## src/hw/ict_pkg.sv

```systemverilog
// Purpose: constants and types for the instruction cycle timing core
// Assumes: one clock, synchronous active-low reset
// Notes:   instruction word is 16 bits, opcode class in the top nibble
//
// Function
// RL1: one instruction cycle is exactly four system clocks; all sequencing uses it
// RL2: most instructions take one cycle; branch, call and table read take two
// RL3: jump, call, return, interrupt return and table read add one cycle
// RL4: writing the program counter low byte redirects and costs one cycle
// RL5: skip test costs one cycle, plus one when the next instruction is skipped
// RL6: conditional skips test a data byte or one bit of it
// RL7: call saves the return point, return resumes after the call, jump saves none
// RL8: add and subtract give carry or borrow beyond 255 or below 0
// RL9: increment and decrement change the operand by exactly one
// RL10: logic and complement set the zero flag when the result is zero
// RL11: rotates shift by one; through-carry variants swap bit and carry
// RL12: bit set and clear change only the selected bit via internal rmw
// RL13: table reads fetch fixed data from a program memory region
// RL14: redirect discards the prefetched sequential instruction, forming the extra cycle
package ict_pkg;

    // ------------------------------------------------------------
    // timing
    // ------------------------------------------------------------
    localparam int unsigned CLKS_PER_CYCLE = 4;
    localparam int unsigned PC_W           = 12;
    localparam int unsigned DM_AW          = 8;
    localparam int unsigned STACK_DEPTH    = 8;
    localparam logic [PC_W-1:0] PC_RST     = 12'h000;

    // ------------------------------------------------------------
    // instruction fields
    // ------------------------------------------------------------
    localparam int unsigned OP_HI  = 15;
    localparam int unsigned OP_LO  = 12;
    localparam int unsigned SUB_HI = 11;
    localparam int unsigned SUB_LO = 8;
    localparam int unsigned BIT_HI = 10;
    localparam int unsigned BIT_LO = 8;
    localparam logic [DM_AW-1:0] PCL_ADDR = 8'h02;

    typedef enum logic [3:0] {
        OP_NOP   = 4'h0,
        OP_ALU   = 4'h1,
        OP_MOVI  = 4'h2,
        OP_BSET  = 4'h3,
        OP_BCLR  = 4'h4,
        OP_SKZ   = 4'h5,
        OP_SKBZ  = 4'h6,
        OP_JUMP  = 4'h7,
        OP_CALL  = 4'h8,
        OP_RET   = 4'h9,
        OP_INTERRUPT_RETURN  = 4'ha,
        OP_TABRD = 4'hb,
        OP_STORE = 4'hc
    } ict_op_t;

    typedef enum logic [3:0] {
        ALU_ADD  = 4'h0,
        ALU_SUB  = 4'h1,
        ALU_AND  = 4'h2,
        ALU_OR   = 4'h3,
        ALU_XOR  = 4'h4,
        ALU_CPL  = 4'h5,
        ALU_INC  = 4'h6,
        ALU_DEC  = 4'h7,
        ALU_RR   = 4'h8,
        ALU_RL   = 4'h9,
        ALU_RRC  = 4'ha,
        ALU_RLC  = 4'hb,
        ALU_MOV  = 4'hc
    } ict_alu_t;

endpackage : ict_pkg

```

## src/hw/ict_dmem.sv

```systemverilog
// Purpose: data memory with registered read and one write port
// Assumes: write and read happen in different phases of a cycle
// Notes:   read data come out of a register
`timescale 1ns/1ps
module ict_dmem
    import ict_pkg::*;
(
    input  wire logic             clk,
    input  wire logic             we,
    input  wire logic [DM_AW-1:0] waddr,
    input  wire logic [7:0]       wdata,
    input  wire logic [DM_AW-1:0] raddr,
    output logic      [7:0]       rdata_q
);
    logic [7:0] mem [2**DM_AW];

    always_ff @(posedge clk) begin
        if (we) begin
            mem[waddr] <= wdata;
        end
    end

    always_ff @(posedge clk) begin
        rdata_q <= mem[raddr];
    end
endmodule : ict_dmem

```

## src/hw/ict_alu.sv

```systemverilog
// Purpose: 8-bit combinational arithmetic, logic and rotate unit
// Assumes: operands are stable during the execute phase
// Notes:   zero flag is produced for every result, used by caller
`timescale 1ns/1ps
module ict_alu
    import ict_pkg::*;
(
    input  wire logic [3:0] func,
    input  wire logic [7:0] acc,
    input  wire logic [7:0] opnd,
    input  wire logic       cin,
    output logic      [7:0] res,
    output logic            cout,
    output logic            zero
);
    logic [8:0] sum;

    always_comb begin
        sum  = 9'h000;
        res  = opnd;
        cout = cin;
        case (ict_alu_t'(func))
            ALU_ADD: begin
                sum  = {1'b0, acc} + {1'b0, opnd};      // [RL8]
                res  = sum[7:0];
                cout = sum[8];
            end
            ALU_SUB: begin
                sum  = {1'b0, acc} - {1'b0, opnd};      // [RL8]
                res  = sum[7:0];
                cout = ~sum[8];                         // borrow: clear
            end
            ALU_AND: res = acc & opnd;
            ALU_OR:  res = acc | opnd;
            ALU_XOR: res = acc ^ opnd;
            ALU_CPL: res = ~opnd;
            ALU_INC: res = opnd + 8'h01;                // [RL9]
            ALU_DEC: res = opnd - 8'h01;                // [RL9]
            ALU_RR:  res = {opnd[0], opnd[7:1]};        // [RL11]
            ALU_RL:  res = {opnd[6:0], opnd[7]};        // [RL11]
            ALU_RRC: begin
                res  = {cin, opnd[7:1]};                // [RL11]
                cout = opnd[0];
            end
            ALU_RLC: begin
                res  = {opnd[6:0], cin};                // [RL11]
                cout = opnd[7];
            end
            ALU_MOV: res = opnd;
            default: res = opnd;
        endcase
        zero = (res == 8'h00);                          // [RL10]
    end
endmodule : ict_alu

```

## src/hw/ict_core.sv

```systemverilog
// Purpose: fetch/execute sequencer of a small 8-bit core
// Assumes: program memory answers combinationally on prog_addr
// Notes:   one instruction cycle is four clocks, phases 0..3
`timescale 1ns/1ps
module ict_core
    import ict_pkg::*;
(
    input  wire logic            clk,
    input  wire logic            nrst,
    output logic      [PC_W-1:0] prog_addr,
    input  wire logic [15:0]     prog_data,
    output logic      [7:0]      acc_q,
    output logic                 zero_q,
    output logic                 carry_q,
    output logic      [PC_W-1:0] pc_q,
    output logic                 cycle_end,
    output logic                 flush_q,
    output logic      [7:0]      tbl_data_q
);
    // ------------------------------------------------------------
    // phase counter
    // ------------------------------------------------------------
    logic [1:0] phase_q;

    always_ff @(posedge clk) begin
        if (!nrst) begin
            phase_q <= 2'h0;
        end else begin
            phase_q <= phase_q + 2'h1;                  // [RL1]
        end
    end

    assign cycle_end = (phase_q == 2'(CLKS_PER_CYCLE - 1)); // [RL1]

    // ------------------------------------------------------------
    // decode helpers
    // ------------------------------------------------------------
    function automatic logic redirects(input logic [15:0] iw);
        ict_op_t op;
        op = ict_op_t'(iw[OP_HI:OP_LO]);
        return (op == OP_JUMP) || (op == OP_CALL) ||
               (op == OP_RET)  || (op == OP_INTERRUPT_RETURN);
    endfunction : redirects

    function automatic logic writes_mem(input logic [15:0] iw);
        ict_op_t op;
        op = ict_op_t'(iw[OP_HI:OP_LO]);
        // arithmetic always lands in the accumulator: the function field
        // takes all of bits 11..8, so no destination bit is left over
        return (op == OP_STORE) || (op == OP_BSET) || (op == OP_BCLR);
    endfunction : writes_mem

    // ------------------------------------------------------------
    // pipeline: fetch register and execute register
    // ------------------------------------------------------------
    logic [15:0]     ir_q;
    logic [PC_W-1:0] ret_q [STACK_DEPTH];
    logic [2:0]      sp_q;
    logic            tbl_pend_q;

    ict_op_t         op;
    logic [7:0]      maddr;
    logic [7:0]      mdata;
    logic [7:0]      alu_res;
    logic            alu_c;
    logic            alu_z;
    logic [7:0]      bit_res;
    logic            skip;
    logic            pcl_wr;
    logic            redirect;
    logic [PC_W-1:0] target;
    logic            mem_we;
    logic [7:0]      mem_wd;
    logic [2:0]      bsel;

    assign op    = ict_op_t'(ir_q[OP_HI:OP_LO]);
    assign maddr = ir_q[7:0];
    assign bsel  = ir_q[BIT_HI:BIT_LO];

    ict_dmem u_dmem (
        .clk     (clk),
        .we      (mem_we),
        .waddr   (maddr),
        .wdata   (mem_wd),
        .raddr   (maddr),
        .rdata_q (mdata)
    );

    ict_alu u_alu (
        .func (ir_q[SUB_HI:SUB_LO]),
        .acc  (acc_q),
        .opnd (mdata),
        .cin  (carry_q),
        .res  (alu_res),
        .cout (alu_c),
        .zero (alu_z)
    );

    // only the chosen bit moves; the others come back from the read
    always_comb begin
        bit_res       = mdata;                          // [RL12]
        bit_res[bsel] = (op == OP_BSET);                // [RL12]
    end

    always_comb begin
        skip = 1'b0;
        case (op)
            OP_SKZ:  skip = (mdata == 8'h00);           // [RL6]
            OP_SKBZ: skip = ~mdata[bsel];               // [RL6]
            default: skip = 1'b0;
        endcase
    end

    always_comb begin
        mem_wd = alu_res;
        case (op)
            OP_STORE: mem_wd = acc_q;
            OP_BSET:  mem_wd = bit_res;
            OP_BCLR:  mem_wd = bit_res;
            default:  mem_wd = alu_res;
        endcase
    end

    // memory write lands in phase 2 after the registered read in phase 1
    assign mem_we = (phase_q == 2'h2) && writes_mem(ir_q) && !flush_q &&
                    (maddr != PCL_ADDR);

    assign pcl_wr = writes_mem(ir_q) && (maddr == PCL_ADDR);       // [RL4]

    always_comb begin
        target = pc_q;
        if (pcl_wr) begin
            target = {pc_q[PC_W-1:8], mem_wd};                      // [RL4]
        end else begin
            case (op)
                OP_JUMP: target = ir_q[PC_W-1:0];                   // [RL3]
                OP_CALL: target = ir_q[PC_W-1:0];                   // [RL3]
                OP_RET:  target = ret_q[sp_q - 3'h1];               // [RL7]
                OP_INTERRUPT_RETURN: target = ret_q[sp_q - 3'h1];               // [RL7]
                default: target = pc_q;
            endcase
        end
    end

    // any non-sequential move, a taken skip or a table read costs one
    // extra cycle: the prefetched word is thrown away, or held back
    // while the table word is fetched
    assign redirect = !flush_q &&
                      (redirects(ir_q) || pcl_wr || skip ||
                       (op == OP_TABRD));                           // [RL2]

    // ------------------------------------------------------------
    // fetch and program counter
    // ------------------------------------------------------------
    always_comb begin
        prog_addr = pc_q;
        if (tbl_pend_q) begin
            prog_addr = {{(PC_W-8){1'b0}}, acc_q};                  // [RL13]
        end
    end

    always_ff @(posedge clk) begin
        if (!nrst) begin
            pc_q    <= PC_RST;
            ir_q    <= 16'h0000;
            flush_q <= 1'b0;
        end else if (cycle_end) begin
            if (tbl_pend_q) begin
                // the word fetched behind the table read waits in ir_q
                pc_q <= pc_q;                                       // [RL13]
            end else if (redirect && (op != OP_TABRD) && !skip) begin
                pc_q <= target;                                     // [RL14]
                ir_q <= 16'h0000;                                   // [RL14]
            end else if (redirect && (op != OP_TABRD)) begin
                // taken skip: drop the prefetched word and step past it
                pc_q <= pc_q + 12'h001;                             // [RL5]
                ir_q <= 16'h0000;                                   // [RL5]
            end else begin
                pc_q <= pc_q + 12'h001;
                ir_q <= prog_data;
            end
            flush_q <= redirect;                                    // [RL5]
        end
    end

    // ------------------------------------------------------------
    // return stack
    // ------------------------------------------------------------
    always_ff @(posedge clk) begin
        if (!nrst) begin
            sp_q <= 3'h0;
        end else if (cycle_end && !flush_q) begin
            case (op)
                OP_CALL: begin
                    // pc already points at the word after the call
                    ret_q[sp_q] <= pc_q;                            // [RL7]
                    sp_q        <= sp_q + 3'h1;
                end
                OP_RET:  sp_q <= sp_q - 3'h1;                       // [RL7]
                OP_INTERRUPT_RETURN: sp_q <= sp_q - 3'h1;                       // [RL7]
                default: sp_q <= sp_q;
            endcase
        end
    end

    // ------------------------------------------------------------
    // table read: second cycle drives the table address
    // ------------------------------------------------------------
    always_ff @(posedge clk) begin
        if (!nrst) begin
            tbl_pend_q <= 1'b0;
            tbl_data_q <= 8'h00;
        end else if (cycle_end) begin
            tbl_pend_q <= !flush_q && (op == OP_TABRD);             // [RL13]
            if (tbl_pend_q) begin
                tbl_data_q <= prog_data[7:0];                       // [RL13]
            end
        end
    end

    // ------------------------------------------------------------
    // accumulator and flags
    // ------------------------------------------------------------
    always_ff @(posedge clk) begin
        if (!nrst) begin
            acc_q   <= 8'h00;
            zero_q  <= 1'b0;
            carry_q <= 1'b0;
        end else if (cycle_end && !flush_q) begin
            case (op)
                OP_ALU: begin
                    acc_q <= alu_res;
                    // rotates and moves leave the zero flag alone
                    if (!ir_q[SUB_HI]) begin
                        zero_q <= alu_z;                            // [RL10]
                    end
                    carry_q <= alu_c;                               // [RL8]
                end
                OP_MOVI: acc_q <= ir_q[7:0];
                default: acc_q <= acc_q;
            endcase
        end
    end
endmodule : ict_core

```

## config.mk

```make
export PLATFORM = sky130hd
export DESIGN_NAME = ict_core
export DESIGN_NICKNAME = d
export VERILOG_FILES = /design/src/hw/ict_pkg.sv /design/src/hw/ict_dmem.sv /design/src/hw/ict_alu.sv /design/src/hw/ict_core.sv
export SDC_FILE = /design/constraint.sdc
export NUM_CORES = 2
export LEC_CHECK = 0
export BUFFER_PORTS_ARGS = -buffer_cell sky130_fd_sc_hd__buf_4
export CAP_MARGIN = 20
export CORE_UTILIZATION = 47
export CTS_CLUSTER_SIZE = 12
export DETAILED_ROUTE_END_ITERATION = 6
export PLACE_DENSITY = 0.72
export SLEW_MARGIN = 20
export SYNTH_ARGS = -nofsm -noshare
export SYNTH_HDL_FRONTEND = slang
export SYNTH_SLANG_ARGS = --single-unit
```

## constraint.sdc

```tcl
create_clock -name clk -period 35.4 [get_ports clk]
set_input_delay 10.62 -clock clk [delete_from_list [all_inputs] [get_ports clk]]
set_output_delay 10.62 -clock clk [all_outputs]
set_load 0.02 [all_outputs]
```

* Word level (Yosys, flattened, before mapping)
Memory sizes are Yosys's and may differ from the RTL's. A register that Yosys moved wholly into a read port is not among the register bits. Index checks and enable logic that the tools add are counted.
Word-level totals: flip-flop bits (word level) 53, input bits 18, memories 2, word-level logic and storage cells 122, memory bits (writable) 2144, output and inout port bits 44
Operators by class: reductions and logical operators 37, eq/ne operators 31, add/subtract/negate cells 8, order comparisons 2, bitwise operators 8, muxes and demuxes 23
Memories:
- u_dmem.mem | words 256, bits a word 8, read ports 1, clocked after Yosys merged registers in 1, write ports 1, line ict_dmem.sv:15 | logic [7:0] mem [2**DM_AW];
- ret_q | words 8, bits a word 12, read ports 1, clocked after Yosys merged registers in 0, write ports 1, line ict_core.sv:57 | logic [PC_W-1:0] ret_q [STACK_DEPTH];
Operators with widths (number):
- one-hot mux 8 bit (12 select lines) | 1
- == test 4 bit (second input constant) | 9
- 2-to-1 mux 12 bit | 3
- == test 4 x 3 -> 1 bit (second input constant) | 8
- 2-to-1 mux 16 bit | 2
- one-hot mux 8 bit (2 select lines) | 2
- one-hot mux 12 bit (2 select lines) | 1
- == test 4 x 2 -> 1 bit (second input constant) | 4
- logical NOT 8 bit | 2
- adder 12 x 1 -> 12 bit (second input constant) | 1
- logical AND 1 bit | 10
- adder 8 x 8 -> 9 bit | 1
- AND reduction 3 bit | 3
- subtractor 8 x 8 -> 9 bit | 1
- adder 8 x 1 -> 8 bit (second input constant) | 1
- bitwise AND 8 bit | 1
- bitwise mux 8 bit | 1
- == test 4 x 1 -> 1 bit (second input constant) | 2
- == test 8 x 2 -> 1 bit (second input constant) | 1
- logical OR 1 bit | 8
- 2-to-1 mux 1 bit | 8
- != test 4 bit (second input constant) | 2
- != test 8 x 2 -> 1 bit (second input constant) | 1
- inverter 8 bit | 1
- 24 further kinds | 35

* Longest topological paths before layout
depth after elaboration 12, depth in mapped cells 14, depth with buffers taken out 12

* Cells and area by module
Synthesis repeated with hierarchy kept, for this count alone.
Second synthesis, totals: cells, all modules 4544, area total of the unflattened synthesis 88416.0 um2
By module, submodules not included:
- ict_dmem | instances 1, cells an instance 3733, area an instance 79556.3 um2
- ict_core | instances 1, cells an instance 530, area an instance 6946.7 um2
- ict_alu | instances 1, cells an instance 281, area an instance 1913.1 um2

* Worst setup path before layout
No wires, ideal clock.
path kind reg-to-reg, start reg ir_q[9], end mem u_dmem.mem[0][4], data pin, stages on the path, launching flop included 11, data arrival time 12.274 ns, clock period less this slack 14.462 ns, setup slack 20.938 ns, buffers on the path 1, required time 33.212 ns, cell sequence dfxtp_1 > clkbuf_1 > nand4b_1 > xnor2_1 > ha_1 > or4_1 > mux2i_1 > nand4_1 > o221ai_1 > o21ai_0 > o21ai_0
On the way: word-level cells in the longest chain between the ends 6
RTL lines:
- from (decl) | line ict_core.sv:56 | logic [15:0] ir_q;
- from (signal assigned) | line ict_core.sv:180 | ir_q <= prog_data;
- < comparator 3 x 4 -> 1 bit (not written as such) / greater-or-equal comparator 3 x 1 -> 1 bit (equally long branches) | line ict_core.sv:102 | bit_res[bsel] = (op == OP_BSET);
- logical AND 1 bit (not written as such) | line ict_core.sv:102
- 2-to-1 mux 1 bit (not written as such) | line ict_core.sv:102
- demux 1 bit (select 3 bit) | line ict_core.sv:102
- bitwise mux 8 bit | line ict_core.sv:102
- one-hot mux 8 bit (2 select lines) * | line ict_core.sv:116 | case (op)
- net mem_wd[4] | line ict_core.sv:73 | logic [7:0] mem_wd;
- to (decl) | line ict_dmem.sv:15
Mark *: on every way through the listed nets, which the timed path passes. The rest lies on a longest branch.

* Final worst setup path
start reg tbl_pend_q, end out prog_addr[7]
On the way: word-level cells in the longest chain between the ends 1
RTL lines:
- from (decl) | line ict_core.sv:59 | logic tbl_pend_q;
- from (signal assigned) | line ict_core.sv:214 | tbl_pend_q <= !flush_q && (op == OP_TABRD);
- 2-to-1 mux 12 bit | line ict_core.sv:157 | if (tbl_pend_q) begin
- to (decl) | line ict_core.sv:10 | output logic [PC_W-1:0] prog_addr,
No other way between the ends.

==> metrics.md <==
| Metric | Value |
|---|---|
| Mapped Area | 0.08762 sq mm |
| Most frequent cells in the layout | edfxtp_1 (2144), mux4_2 (672), nor2_1 (303) |
| Async set-reset flop share out of synthesis | 0% |
| Fill cell total of the finished layout | 13886 |
| Dominant cells by area after synthesis | edfxtp_1 (73%), mux4_2 (17%), dfxtp_1 (1.4%), nor2_1 (1.3%), clkbuf_1 (0.68%) |
| Syn-to-layout area delta | 10.94% |
| Clock-pin slew on the worst setup and hold paths | 0.06 ns |
| Mux cell area share after synthesis | 17.75% |
| Max cap viols | 0 |
| Startpoint types | flip-flop |
| Crit path cell chain | buf_4 > mux2_2 > buf_4 |
| Hold Buf Count CTS | 0 |
| H-tree depth | 4 |
| Die area | 0.1882 sq mm |
| Cells after Synth | 4152 |
| Total Nets Final | 4294 |
| First-pass GRT wire length | 298000 um |
| CTS tree | built |
| TNS Setup | 0 ns |
| Sequential area share after synthesis | 74.87% |
| Final wirelength | 205600 um |
| Share of the synthesized area in the top cell type | 73.48% |
| Critical Path Max Stage Delay | 0.47 ns |
| Post-synth EDFFs | 2144 |
| Syn. warnings | 0 |
| Setup CP Type | reg -> out |
| Tot GR Track Use | 21.93% |
| Final critical-path share of the clock period | 36.05% |
| Worst hold endpoint | phase_q[0] |
| RD Place Congestion | 0.8609 |
| Die W | 433.8 um |
| Leakage | 28.92 nW |
| Post-synth cell types | 73 |
| Clk buf depth | 3 |
| Largest net degree at the start of global routing | 201 |
| Routed vias | 42971 |
| Yosys reg bits | 2205 |
| DRT antenna net count | 0 |
| DR vias/cell | 6.271 |
| Pre-Repair DR Iteration Count | 7 |
| Worst VDD drop | 55.17 uV |
| Cell taking the most area after synthesis | edfxtp_1 |
| Antenna violations before repair | 3 |
| Clock sink count | 2205 |
| R2R Path Start | ir_q[0] |
| ANT cells | 0 |
| Min Tclk post-route | 12.76 ns |
| Failing checks | design-rule violations |
| Synth Area in Compound Gates | 2.092% |
| Mapped Avg Cell Area | 21.10 sq um |
| I/O Pins | 62 |
| CP arrival | 2.14 ns |
| Normalized max-slew margin | 17.58% |
| Commonest non-fill, non-tap cell in the layout | edfxtp_1 |
| Status | finished, violations left |
| CTS Buf Count | 213 |
| Area of the multi-input gates | 0.02095 sq mm |
| Post-place instance area | 0.09088 sq mm |
| Core area | 0.1852 sq mm |
| Worst path most repeated cell | buf_4 |
| Layout cell share with drive strength beyond 1 | 25.32% |
| Final Hold Vio Count | 0 |
| Effective utilization at floorplan | 47.30% |
| F_max | 78.36 MHz |
| Vias in the first global route | 42348 |
| Simple-Gate Fraction of Synth Area | 3.253% |
| Drt drc | 16 |
| WP data required | 24.78 ns |
| Post-Route Skew | 0.06525 ns |
| Final number of setup-violating endpoints | 0 |
| Number of DRC markers in iteration 0 | 5803 |
| Fin. max-slew vios | 0 |
| Dpl hpwl | 118700 um |
| Post-CTS sizing | 0 |
| Crit-path max FO | 20 |
| Post-Synth XOR/XNOR Area | 0.09996% |
| DIE HEIGHT | 433.8 um |
| RSZ-0062 raised after global routing | no |
| Adder-Cell Fraction of Synth Area | 0.4741% |
| GRT overflow | 0 |
| Setup bufs post-CTS | 0 |
| Latest clock arrival within the worst-skew pair | 0.86 ns |
| R2R cell count | 10 |
| Worst reg2reg setup slack | 29.31 ns |
| # port buffers | 61 |
| FF/Latch Area | 0.06562 sq mm |
| Std cell rows | 158 |
| Largest family of logic cells by synthesized area | multiplexers |
| Crit. End Element | primary output |
| CTS root buf | clkbuf_16 |
| P per Cell Area | 56.39 mW/mm^2 |
| Reg2Reg Capture Point | u_dmem.rdata_q[4] |
| Ys flop type | edfxtp_1 |
| Post-route cell area | 0.09721 sq mm |
| Hold path depth | 1 |
| Routed WL per cell | 30.00 um |
| Hold WC Path Type | reg -> reg |
| HP Start | phase_q[0] |
| Crit-path slowest cell | dfxtp_1 |
| Tightest Pin Transition | 1.232 ns |
cells by family after synthesis:
logic type / after synthesis
compound gates: 263
flops: 2205
buf+inv: 302
mux: 713
xor+xnor: 10
other cells: 1
simple gates: 626
fa+ha+maj: 32
worst max-delay path by stage:
| stage | start | end | slack [ns] | cells past startpoint |
|---|---|---|---|---|
| final | tbl_pend_q | prog_addr[7] | 22.64 | 3 |
| after global routing | tbl_pend_q | prog_addr[6] | 22.58 | 3 |
| after CTS | tbl_pend_q | prog_addr[7] | 22.58 | 3 |
| after detailed placement | nrst | ret_q[2][9] | 22.77 | 3 |
| after global placement | nrst | ret_q[3][10] | 22.83 | 3 |
| after floorplan | ir_q[9] | u_dmem.mem[0][4] | 20.94 | 10 |
where the power goes:
part | switching, mW | internal [mW]
registers | 0.0108 | 3.02
clock network | 0.938 | 1.15
logic | 0.277 | 0.0796
critical path, delay by kind of cell, from the launching register on:
kind	cells	cell delay (ns)
buf+inv	2	0.48
flops	1	0.47
mux	1	0.38
metrics by stage:
| stage | setup slack (ns) | total power, mW | util (%) | hold WS (ns) | cells |
|---|---|---|---|---|---|
| after floorplan | 20.94 | 3.353 | - | 0.4173 | 4159 |
| after global placement | 22.83 | 3.428 | 49.06 | 0.4474 | 6508 |
| after detailed placement | 22.77 | 3.446 | 49.06 | 0.4576 | 6508 |
| after CTS | 22.58 | 5.500 | 52.44 | 0.4656 | 6851 |
| after global routing | 22.58 | 5.614 | 52.48 | 0.4897 | 6852 |
| final | 22.64 | 5.481 | 52.48 | 0.4629 | 6852 |
registers in the layout, indices dropped and copies added (netlist names), 3 cells and up:
signal,count
sp_q,3
tbl_data_q,8
u_dmem.rdata_q,8
pc_q,12
ret_q,96
ir_q,16
acc_q,8
u_dmem.mem,2048
Yosys cell counts (all sizes together) (17+ instances only):
master / n
nor2b: 50
nor2: 306
dfxtp: 61
buf: 102
nor3: 17
a22o: 24
mux2i: 32
ha: 30
edfxtp: 2144
mux4: 672
inv: 41
nand2: 110
nand3: 50
a21oi: 44
o21ai: 53
clkbuf: 159
nand4: 20
final cells by class:
| type | count | share of cell area (%) |
|---|---|---|
| Inverter | 41 | 0.1660 |
| Clock inverter | 40 | 0.4865 |
| Tap cell | 2480 | 3.192 |
| Timing Repair Buffer | 131 | 1.143 |
| Multi-Input combinational cell | 1652 | 21.55 |
| Clock buffer | 303 | 5.957 |
| Sequential cell | 2205 | 67.50 |
metal layers:
metal  wire, um  track usage (%)
met1      82380            31.84
met2      97760            33.87
met3      19310            4.238
met4       6119            6.656
met5          0                0
(Power assumes the default switching activity.)
